==> config.mk <==
export PLATFORM = sky130hd
export DESIGN_NAME = anps_status
export DESIGN_NICKNAME = d
export VERILOG_FILES = /design/src/rtl/anps_pkg.sv /design/src/rtl/anps_rd_mux.sv /design/src/rtl/anps_status.sv
export SDC_FILE = /design/constraint.sdc
export NUM_CORES = 1
export LEC_CHECK = 0
export ABC_AREA = 1
export BUFFER_PORTS_ARGS = -buffer_cell sky130_fd_sc_hd__buf_2
export CORE_MARGIN = 2
export CORE_UTILIZATION = 34
export DETAILED_ROUTE_END_ITERATION = 10
export PLACE_DENSITY = 0.71
export SETUP_SLACK_MARGIN = 0.05
export SKIP_LAST_GASP = 1
export SLEW_MARGIN = 0
export SYNTH_ARGS = -nofsm -noshare
export SYNTH_HDL_FRONTEND = slang
export SYNTH_SLANG_ARGS = --single-unit
==> constraint.sdc <==
create_clock -name mclk -period 0.8 [get_ports mclk]
set_input_delay 0.12 -clock mclk [delete_from_list [all_inputs] [get_ports mclk]]
set_output_delay 0.12 -clock mclk [all_outputs]
set_load 0.02 [all_outputs]
==> src/rtl/anps_pkg.sv <==
// Constants for the auto-negotiation partner page status registers
package anps_pkg;
  localparam int          REG_W            = 16;
  localparam int          ADDR_W           = 8;
  localparam logic [7:0]  OFF_PARTNER_ABIL = 8'h5a;
  localparam logic [7:0]  OFF_PAGE_EXP     = 8'h5c;
  localparam logic [15:0] RST_PARTNER_ABIL = 16'h0000;
  localparam logic [15:0] RST_PAGE_EXP     = 16'h0004;
  // Bits of the partner ability word that are kept; rest read zero
  localparam logic [15:0] ABIL_KEEP_MASK   = 16'hf1e0;
  localparam int          BIT_NEXT_PAGE    = 15;
  localparam int          BIT_ACK          = 14;
  localparam int          BIT_FAULT_HI     = 13;
  localparam int          BIT_FAULT_LO     = 12;
  localparam int          BIT_ASYM_PAUSE   = 8;
  localparam int          BIT_PAUSE        = 7;
  localparam int          BIT_HALF_DUPLEX  = 6;
  localparam int          BIT_FULL_DUPLEX  = 5;
  localparam int          BIT_NP_RECEIVED  = 7;
  localparam int          BIT_NP_ABLE      = 2;
  localparam int          BIT_PAGE_RCVD    = 1;
endpackage

==> src/rtl/anps_rd_mux.sv <==
// Read data selection for the two status registers
`timescale 1ns/1ps
`default_nettype none
module anps_rd_mux (
  input  wire logic [7:0]  addr,
  input  wire logic [15:0] abil,
  input  wire logic [15:0] expn,
  output logic      [15:0] rdata,
  output logic             hit_exp
);
  always_comb begin
    hit_exp = (addr == anps_pkg::OFF_PAGE_EXP);
    if (addr == anps_pkg::OFF_PARTNER_ABIL) begin
      rdata = abil;
    end else if (hit_exp) begin
      rdata = expn;
    end else begin
      rdata = 16'h0000;
    end
  end
endmodule
`default_nettype wire

==> src/rtl/anps_status.sv <==
// Auto-negotiation partner base page and page expansion status registers
`timescale 1ns/1ps
`default_nettype none
module anps_status (
  input  wire logic        mclk,
  input  wire logic        nrst,
  // Page exchange side
  input  wire logic        page_exchange_done,
  input  wire logic [15:0] base_page_word,
  input  wire logic        page_rcvd_pulse,
  input  wire logic        page_is_next,
  // CPU register port
  input  wire logic [7:0]  reg_addr,
  input  wire logic        reg_rd,
  input  wire logic        reg_wr,
  input  wire logic [15:0] reg_wdata,
  output logic      [15:0] reg_rdata
);
  logic [15:0] partner_base_page_ability;
  logic        next_page_received;
  logic        page_received_flag;
  logic [15:0] autoneg_page_expansion;
  logic        hit_exp;
  logic [15:0] next_rdata;
  logic        rd_exp;

  // Shared by the capture and its check so the mask lives in one place
  function automatic logic [15:0] capture_abil(input logic [15:0] w);
    return w & anps_pkg::ABIL_KEEP_MASK;
  endfunction

  // Writes are decoded nowhere: both registers ignore them
  always_ff @(posedge mclk) begin
    if (!nrst) begin
      partner_base_page_ability <= anps_pkg::RST_PARTNER_ABIL;
    end else if (page_exchange_done) begin
      // Bits 15,14,13:12,8,7,6,5 straight from the page
      partner_base_page_ability <= capture_abil(base_page_word);
    end
  end

  always_ff @(posedge mclk) begin
    if (!nrst) begin
      next_page_received <= 1'b0;
    end else if (page_rcvd_pulse) begin
      next_page_received <= page_is_next;
    end
  end

  assign rd_exp = reg_rd && hit_exp;

  // New page wins over a clearing read in the same cycle
  always_ff @(posedge mclk) begin
    if (!nrst) begin
      page_received_flag <= 1'b0;
    end else if (page_rcvd_pulse) begin
      page_received_flag <= 1'b1;
    end else if (rd_exp) begin
      page_received_flag <= 1'b0;
    end
  end

  always_comb begin
    autoneg_page_expansion = 16'h0000;
    autoneg_page_expansion[anps_pkg::BIT_NP_RECEIVED] = next_page_received;
    autoneg_page_expansion[anps_pkg::BIT_NP_ABLE] = 1'b1;
    autoneg_page_expansion[anps_pkg::BIT_PAGE_RCVD] = page_received_flag;
  end

  anps_rd_mux u_mux (
    .addr    (reg_addr),
    .abil    (partner_base_page_ability),
    .expn    (autoneg_page_expansion),
    .rdata   (next_rdata),
    .hit_exp (hit_exp)
  );

  // Registered read data, one cycle after the strobe
  always_ff @(posedge mclk) begin
    if (!nrst) begin
      reg_rdata <= 16'h0000;
    end else if (reg_rd) begin
      reg_rdata <= next_rdata;
    end
  end
endmodule
`default_nettype wire

Yosys cells after proc, flatten, opt, wreduce, memory -nomap -nowiden --
Index checks and enable logic that the tools add are counted.
Cells by class: reductions and logical operators 2, equal/unequal tests 2, muxes and demuxes 4
Operators by type and width (count):
- equality test 8 x 7 -> 1 bit, second input constant | 2
- two-way mux 16 bit | 1
- two-way mux 8 bit | 1
- two-way mux 1 bit | 2
- nonzero test 2 bit | 1
- logical AND 1 bit | 1
Storage, ports and cells: output and inout port bits 16, logic and storage cells 12, input bits 47, bits in registers 26

Longest topological paths before layout --
Gate-level depths: netlist of run 1.
depth after elaboration 4, depth in mapped cells 7, gate-level depth less buffers 7

Hierarchy --
Synthesis of run 1 repeated with hierarchy kept, for this count alone.
Unflattened totals: cell total of the unflattened synthesis 196, area, all modules 1260.0 µm²
Modules (own cells, without submodules):
- anps_status | cells an instance 114, area an instance 897.1 µm², times used 1, sequential area each 520.5 µm²
- anps_rd_mux | cells an instance 82, area an instance 362.8 µm², times used 1, sequential area each 0.0 µm²

Worst setup path before layout of run 1 --
OpenSTA, ideal clock, no wires.
path kind register to register, start point register, netlist name reg_rdata[7], end point register reg_rdata[7], setup time 70 ps, clock period less this slack 757 ps, setup slack 43 ps, data required time 730 ps, stages on the path, launching flop included 5, buffers on the path 0, data arrival time 687 ps, cell sequence dfxtp_1 -> inv_1 -> nor2_1 -> nor2_1 -> a21oi_1
RTL lines:
- to (signal assigned) | RTL line anps_status.sv:83 | reg_rdata <= next_rdata;
- to (decl) | RTL line anps_status.sv:17 | output logic [15:0] reg_rdata

Final worst setup path of run 1 --
start point register reg_rdata[6], end point output reg_rdata[6]
No word-level cell between the ends.

==> flow_metrics.py, run 1 <==
metrics = {
    "outcome": {
        "outcome": "complete, but fails checks",
        "violations": "setup timing",
    },
    "setup_path": {
        "crit_family": "flip-flops",
        "crit_path_max_incr_delay_ps": 360,
        "worstPathArrival_ps": 760,
        "critPathMaxFanout": 2,
        "timing.critical_path.from": "reg_rdata[6]$_SDFFE_PN0P_",
        "cp.required_ps": 680,
        "r2r-start": "partner_base_page_ability[7]$_SDFFE_PN0P_",
        "crit_path_cell_trace": "buf_6",
        "reg2reg_depth": 4,
        "reg2reg_to": "reg_rdata[7]$_SDFFE_PN0P_",
        "end_kind": "output pin",
        "r2r_slack_ps": 10,
        "critPathBufInv": 1,
        "crit_type": "reg2out",
        "start_kind": "register",
        "cp_slowest_cell": "dfxtp_2",
    },
    "detailed_routing": {
        "wl_mm": 1.71,
        "drc_errors": 0,
        "drtIter0Drc": 15,
        "via_count": 761,
        "drt.antenna.violating_nets": 0,
        "vias_per_cell": 4.48,
        "routedWlPerCell_um": 10.0,
        "first_pass_iters": 4,
    },
    "timing": {
        "hold_violations": 0,
        "setup-violations-final": 10,
        "fin_skew_ps": 5.76,
        "finalCriticalPeriod_ps": 884,
        "rsz0062_at_grt": "yes",
        "worst_hold_slack_ps": 46.5,
        "min_period_over_period": 1.11,
        "fmax_mhz": 1130,
        "timing.final.ws_setup_ps": -84.0,
        "drv_slew": 0,
    },
    "cts": {
        "cts_max_path_buffers": 2,
        "clock_latency_ps": 290,
        "cts_sinks": 20,
        "clk_pin_slew_ps": 110,
        "htreeDepth": 1,
        "cts_made_buffers": 3,
        "cts_root_buffer": "clkbuf_4",
        "postCtsSetupBuffers": 0,
        "cts_tree": "yes",
    },
    "yosys": {
        "synth_seq_area_share": 0.486,
        "synth_top_area_frac": 0.486,
        "ys_top_cells_by_area": "dfxtp_1 (49%), nor2_1 (9.6%), o21ai_0 (7.9%)",
        "synth_area_per_cell_um2": 7.50,
        "synth_seq_cells": 20,
        "synth_warnings": 0,
        "netlist_instances": 110,
        "syn_area_um2": 825,
        "ys_types": 16,
        "yosysTopAreaCell": "dfxtp_1",
    },
    "placed_design": {
        "dp_hpwl_mm": 1.29,
        "io_buffers": 31,
        "gp_congestion": 0.741,
        "dp_slack_ps": -109,
    },
    "global_route": {
        "grt_usage": 0.143,
        "grt_pass1_vias": 700,
        "antenna_found_initial": 0,
        "grt-ovfl-total": 0,
        "grt_pass1_wl_mm": 2.94,
        "grt_max_degree": 18,
    },
    "layout": {
        "drive_gt1_frac": 0.401,
        "n_antenna_cell": 0,
        "layout.nets": 190,
        "area_growth_pct": 35.1,
        "nFillCells": 233,
    },
    "floorplan": {
        "io_pins": 63,
        "die_area_um2": 2840,
        "core_um2": 2250,
        "num_rows": 17,
        "start_util": 0.366,
        "die_w_um": 53.2,
        "fp.dieH_um": 53.2,
    },
    "hold_path": {
        "hold_depth": 3,
        "holdCritStartpoint": "base_page_word[7]",
        "min_path_type": "in2reg",
        "hold_end": "partner_base_page_ability[7]$_SDFFE_PN0P_",
    },
    "power_and_ir_drop": {
        "ir_worst_vdd_uv": 911,
        "p_per_area_nw_per_um2": 1730,
        "p_leak_nw": 0.501,
    },
    "run": {
        "drv_cap": 0,
    },
}
[synthesized netlist by cell type (all sizes together)]
cell / n
nor2: 24
a21oi: 11
dfxtp: 20
o21ai: 16
buf: 9
nand3: 4
conb: 1
nand2: 16
inv: 8
nor3: 1
[per-stage QoR]
step / power, mW / std cells / utilization / TNS (ps) / cell area, um2
floorplan: 1.26 / 115 / - / 0 / 845
global placement: 1.33 / 166 / 0.441 / -576 / 995
detailed placement: 1.34 / 166 / 0.441 / -740 / 995
CTS: 1.94 / 170 / 0.491 / -858 / 1110
global route: 2.02 / 170 / 0.494 / -1170 / 1110
finish: 1.92 / 170 / 0.494 / -732 / 1110
[layout by cell type (no fill, tap or decap), drive strengths merged]
| master | instances |
|---|---|
| a21oi | 11 |
| buf | 32 |
| clkbuf | 4 |
| conb | 6 |
| dfxtp | 20 |
| inv | 8 |
| nand2 | 16 |
| nand3 | 4 |
| nor2 | 24 |
| nor3 | 1 |
| o21ai | 16 |
[worst max path at each step]
stage,endpoint,slack (ps),cells after the start
after global routing,reg_rdata[5],-120,1
after global placement,reg_rdata[15]$_SDFFE_PN0P_,-80,6
after detailed placement,reg_rdata[6]$_SDFFE_PN0P_,-110,6
final,reg_rdata[6],-80,1
after floorplan,reg_rdata[7]$_SDFFE_PN0P_,100,4
after CTS,reg_rdata[6],-100,1
[area by class of cell]
type / count / area [um2] / area share
timing repair buffer: 32 / 238 / 0.213
multi-input combinational: 78 / 360 / 0.324
clock buffer: 4 / 36.3 / 0.0326
sequential: 20 / 414 / 0.372
inverter: 8 / 30.0 / 0.0270
tap: 28 / 35.0 / 0.0315
[flip-flops by register name (all words and copies together), names as in the netlist]
register / count
next_page_received: 1
page_received_flag: 1
partner_base_page_ability: 8
reg_rdata: 10
[report_power, final]
part,leakage [nW],switching [mW],internal (mW)
sequential,0.170,0.0288,1.05
clock,0.0210,0.296,0.277
combinational,0.311,0.154,0.114
total,0.501,0.479,1.44
[per-layer routing]
layer	part of all wire	vias up	track usage	wire (um)
met1	0.44	332	0.188	754
met4	0	0	0.0385	0
met5	0	-	0	0
li1	-	404	-	-
met3	0.068	0	0.0367	116
met2	0.49	25	0.230	836
[logic make-up (layout without fill, tap and decap cells)]
kind of cell	Yosys count	after routing	synth area share
buffers and inverters	17	44	0.109
and+or+nand+nor	45	45	0.237
AOI/OAI and AO/OA	27	27	0.164
other	1	6	0.00455
DFF	20	20	0.486
[timing repair]
item | CTS | global route
gates resized for setup | 30 | 2
pin swaps | 0 | 4
hold buffers | 0 | 0
setup endpoints to repair | 11 | 11
Note: power is estimated with default switching activity, not from simulation.
==> run 2, diff against run 1 <==
--- a/config.mk
+++ b/config.mk
@@ -10,6 +10,7 @@
 export CORE_MARGIN = 2
 export CORE_UTILIZATION = 34
 export DETAILED_ROUTE_END_ITERATION = 10
+export MAX_ROUTING_LAYER = met4
 export PLACE_DENSITY = 0.71
 export SETUP_SLACK_MARGIN = 0.05
 export SKIP_LAST_GASP = 1
==> run 2 against run 1 <==
  * The flow still finishes with violations (setup timing)
  * Via count is 1.2% higher
  * Register-to-register slack hardly changed
  * Global-route usage is 0.36 points higher
  * Critical endpoint unchanged
  * Critical path type unchanged
  * Die area stayed put
  * Hold slack hardly changed
  * Sequential cell count stayed put
  * Final cell count stayed put
  * Non-clock buffer count stayed put
  * First-iteration DRC count stayed put
==> flow_metrics.py, run 2 (synthesis results as in run 1) <==
metrics = {
    "outcome": {
        "outcome": "complete, but fails checks",
        "violations": "setup timing",
    },
    "cts": {
        "clk_pin_slew_ps": 110,
        "cts_max_path_buffers": 2,
        "cts_made_buffers": 3,
        "postCtsSetupBuffers": 0,
        "cts_root_buffer": "clkbuf_4",
        "cts_tree": "yes",
        "clock_latency_ps": 290,
        "cts_sinks": 20,
        "hold_buffers": 0,
        "htreeDepth": 1,
    },
    "placed_design": {
        "gp_congestion": 0.750,
        "dp_hpwl_mm": 1.29,
        "io_buffers": 31,
    },
    "power_and_ir_drop": {
        "p_leak_nw": 0.501,
        "p_per_area_nw_per_um2": 1730,
        "total_power_mw": 1.92,
        "ir_worst_vdd_uv": 912,
    },
    "setup_path": {
        "worstSetupPathDepth": 1,
        "critPathMaxFanout": 2,
        "start_kind": "register",
        "crit_type": "reg2out",
        "critPathBufInv": 1,
        "cp.required_ps": 680,
        "reg2reg_depth": 4,
        "crit_path_cell_trace": "buf_6",
        "crit_family": "flip-flops",
        "end_kind": "output pin",
        "worstPathArrival_ps": 760,
        "cp_slowest_cell": "dfxtp_2",
        "crit_path_max_incr_delay_ps": 360,
    },
    "floorplan": {
        "core_um2": 2250,
        "die_w_um": 53.2,
        "num_rows": 17,
        "start_util": 0.366,
        "io_pins": 63,
        "fp.dieH_um": 53.2,
        "die_area_um2": 2840,
    },
    "global_route": {
        "grt_pass1_vias": 699,
        "grt_pass1_wl_mm": 2.94,
        "grt_max_degree": 18,
        "grt-ovfl-total": 0,
        "grt_usage": 0.147,
        "antenna_found_initial": 0,
    },
    "run": {
        "drv_cap": 0,
    },
    "timing": {
        "finalCriticalPeriod_ps": 884,
        "fmax_mhz": 1130,
        "fin_skew_ps": 5.50,
        "timing.final.ws_setup_ps": -84.3,
        "hold_violations": 0,
        "rsz0062_at_grt": "yes",
        "drv_slew": 0,
        "setup-violations-final": 10,
        "min_period_over_period": 1.11,
    },
    "layout": {
        "largestRegisters": "reg_rdata x10, partner_base_page_ability x8",
        "layout_commonest_cell": "buf_2",
        "area_growth_pct": 35.1,
        "largest_register_ffs": 10,
        "largest-register": "reg_rdata",
        "final_cell_mix": "buf_2 (21), nor2_1 (20), nand2_1 (15)",
        "fin_util": 0.494,
        "layout.nets": 190,
        "drive_gt1_frac": 0.401,
        "n_antenna_cell": 0,
        "nFillCells": 233,
    },
    "hold_path": {
        "min_path_type": "in2reg",
        "hold_depth": 3,
    },
    "detailed_routing": {
        "drc_errors": 0,
        "wl_mm": 1.72,
        "drtIter0Drc": 15,
        "via_count": 770,
        "routedWlPerCell_um": 10.1,
        "drt.antenna.violating_nets": 0,
        "first_pass_iters": 4,
        "vias_per_cell": 4.53,
    },
}
-- run 2: per-layer routing --
metal | track usage | vias up | wire length (um)
met5 | - | - | 0
met4 | 0.0385 | 0 | 9
met3 | 0.0367 | 2 | 127
met2 | 0.230 | 29 | 822
met1 | 0.188 | 336 | 757
li1 | - | 403 | -
-- run 2: path summary, 6_finish.rpt --
kind,to,slack (ps),startpoint
worst min register to register,reg_rdata[14]$_SDFFE_PN0P_,450,partner_base_page_ability[14]$_SDFFE_PN0P_
worst max-delay path,reg_rdata[6],-80,reg_rdata[6]$_SDFFE_PN0P_
worst min-delay path,partner_base_page_ability[7]$_SDFFE_PN0P_,50,base_page_word[7]
worst max register to register,reg_rdata[7]$_SDFFE_PN0P_,10,partner_base_page_ability[7]$_SDFFE_PN0P_
-- run 2: stage by stage --
stage               setup WS (ps)  cells  cell area [um2]  setup TNS (ps)  hold slack (ps)
floorplan                     104    115              845               0              255
global placement            -82.8    166              995            -576              342
detailed placement           -109    166              995            -740              351
CTS                         -95.6    170             1110            -858             39.6
global route                 -122    170             1110           -1170             60.8
finish                      -84.3    170             1110            -735             46.5
-- run 2: repair_timing --
action                     in CTS  in global routing
gates resized for setup        30                  2
pin swaps                       0                  4
setup endpoints to repair      11                 11
-- run 2: cell type report --
cell class / count / area [um2] / area share
Sequential cell: 20 / 414 / 0.372
Multi-Input combinational cell: 78 / 360 / 0.324
Timing Repair Buffer: 32 / 238 / 0.213
Inverter: 8 / 30.0 / 0.0270
Clock buffer: 4 / 36.3 / 0.0326
Tap cell: 28 / 35.0 / 0.0315
-- run 2: report_power, final --
part           internal, mW  switching, mW
clock network         0.277          0.296
registers              1.05         0.0287
logic                 0.114          0.154
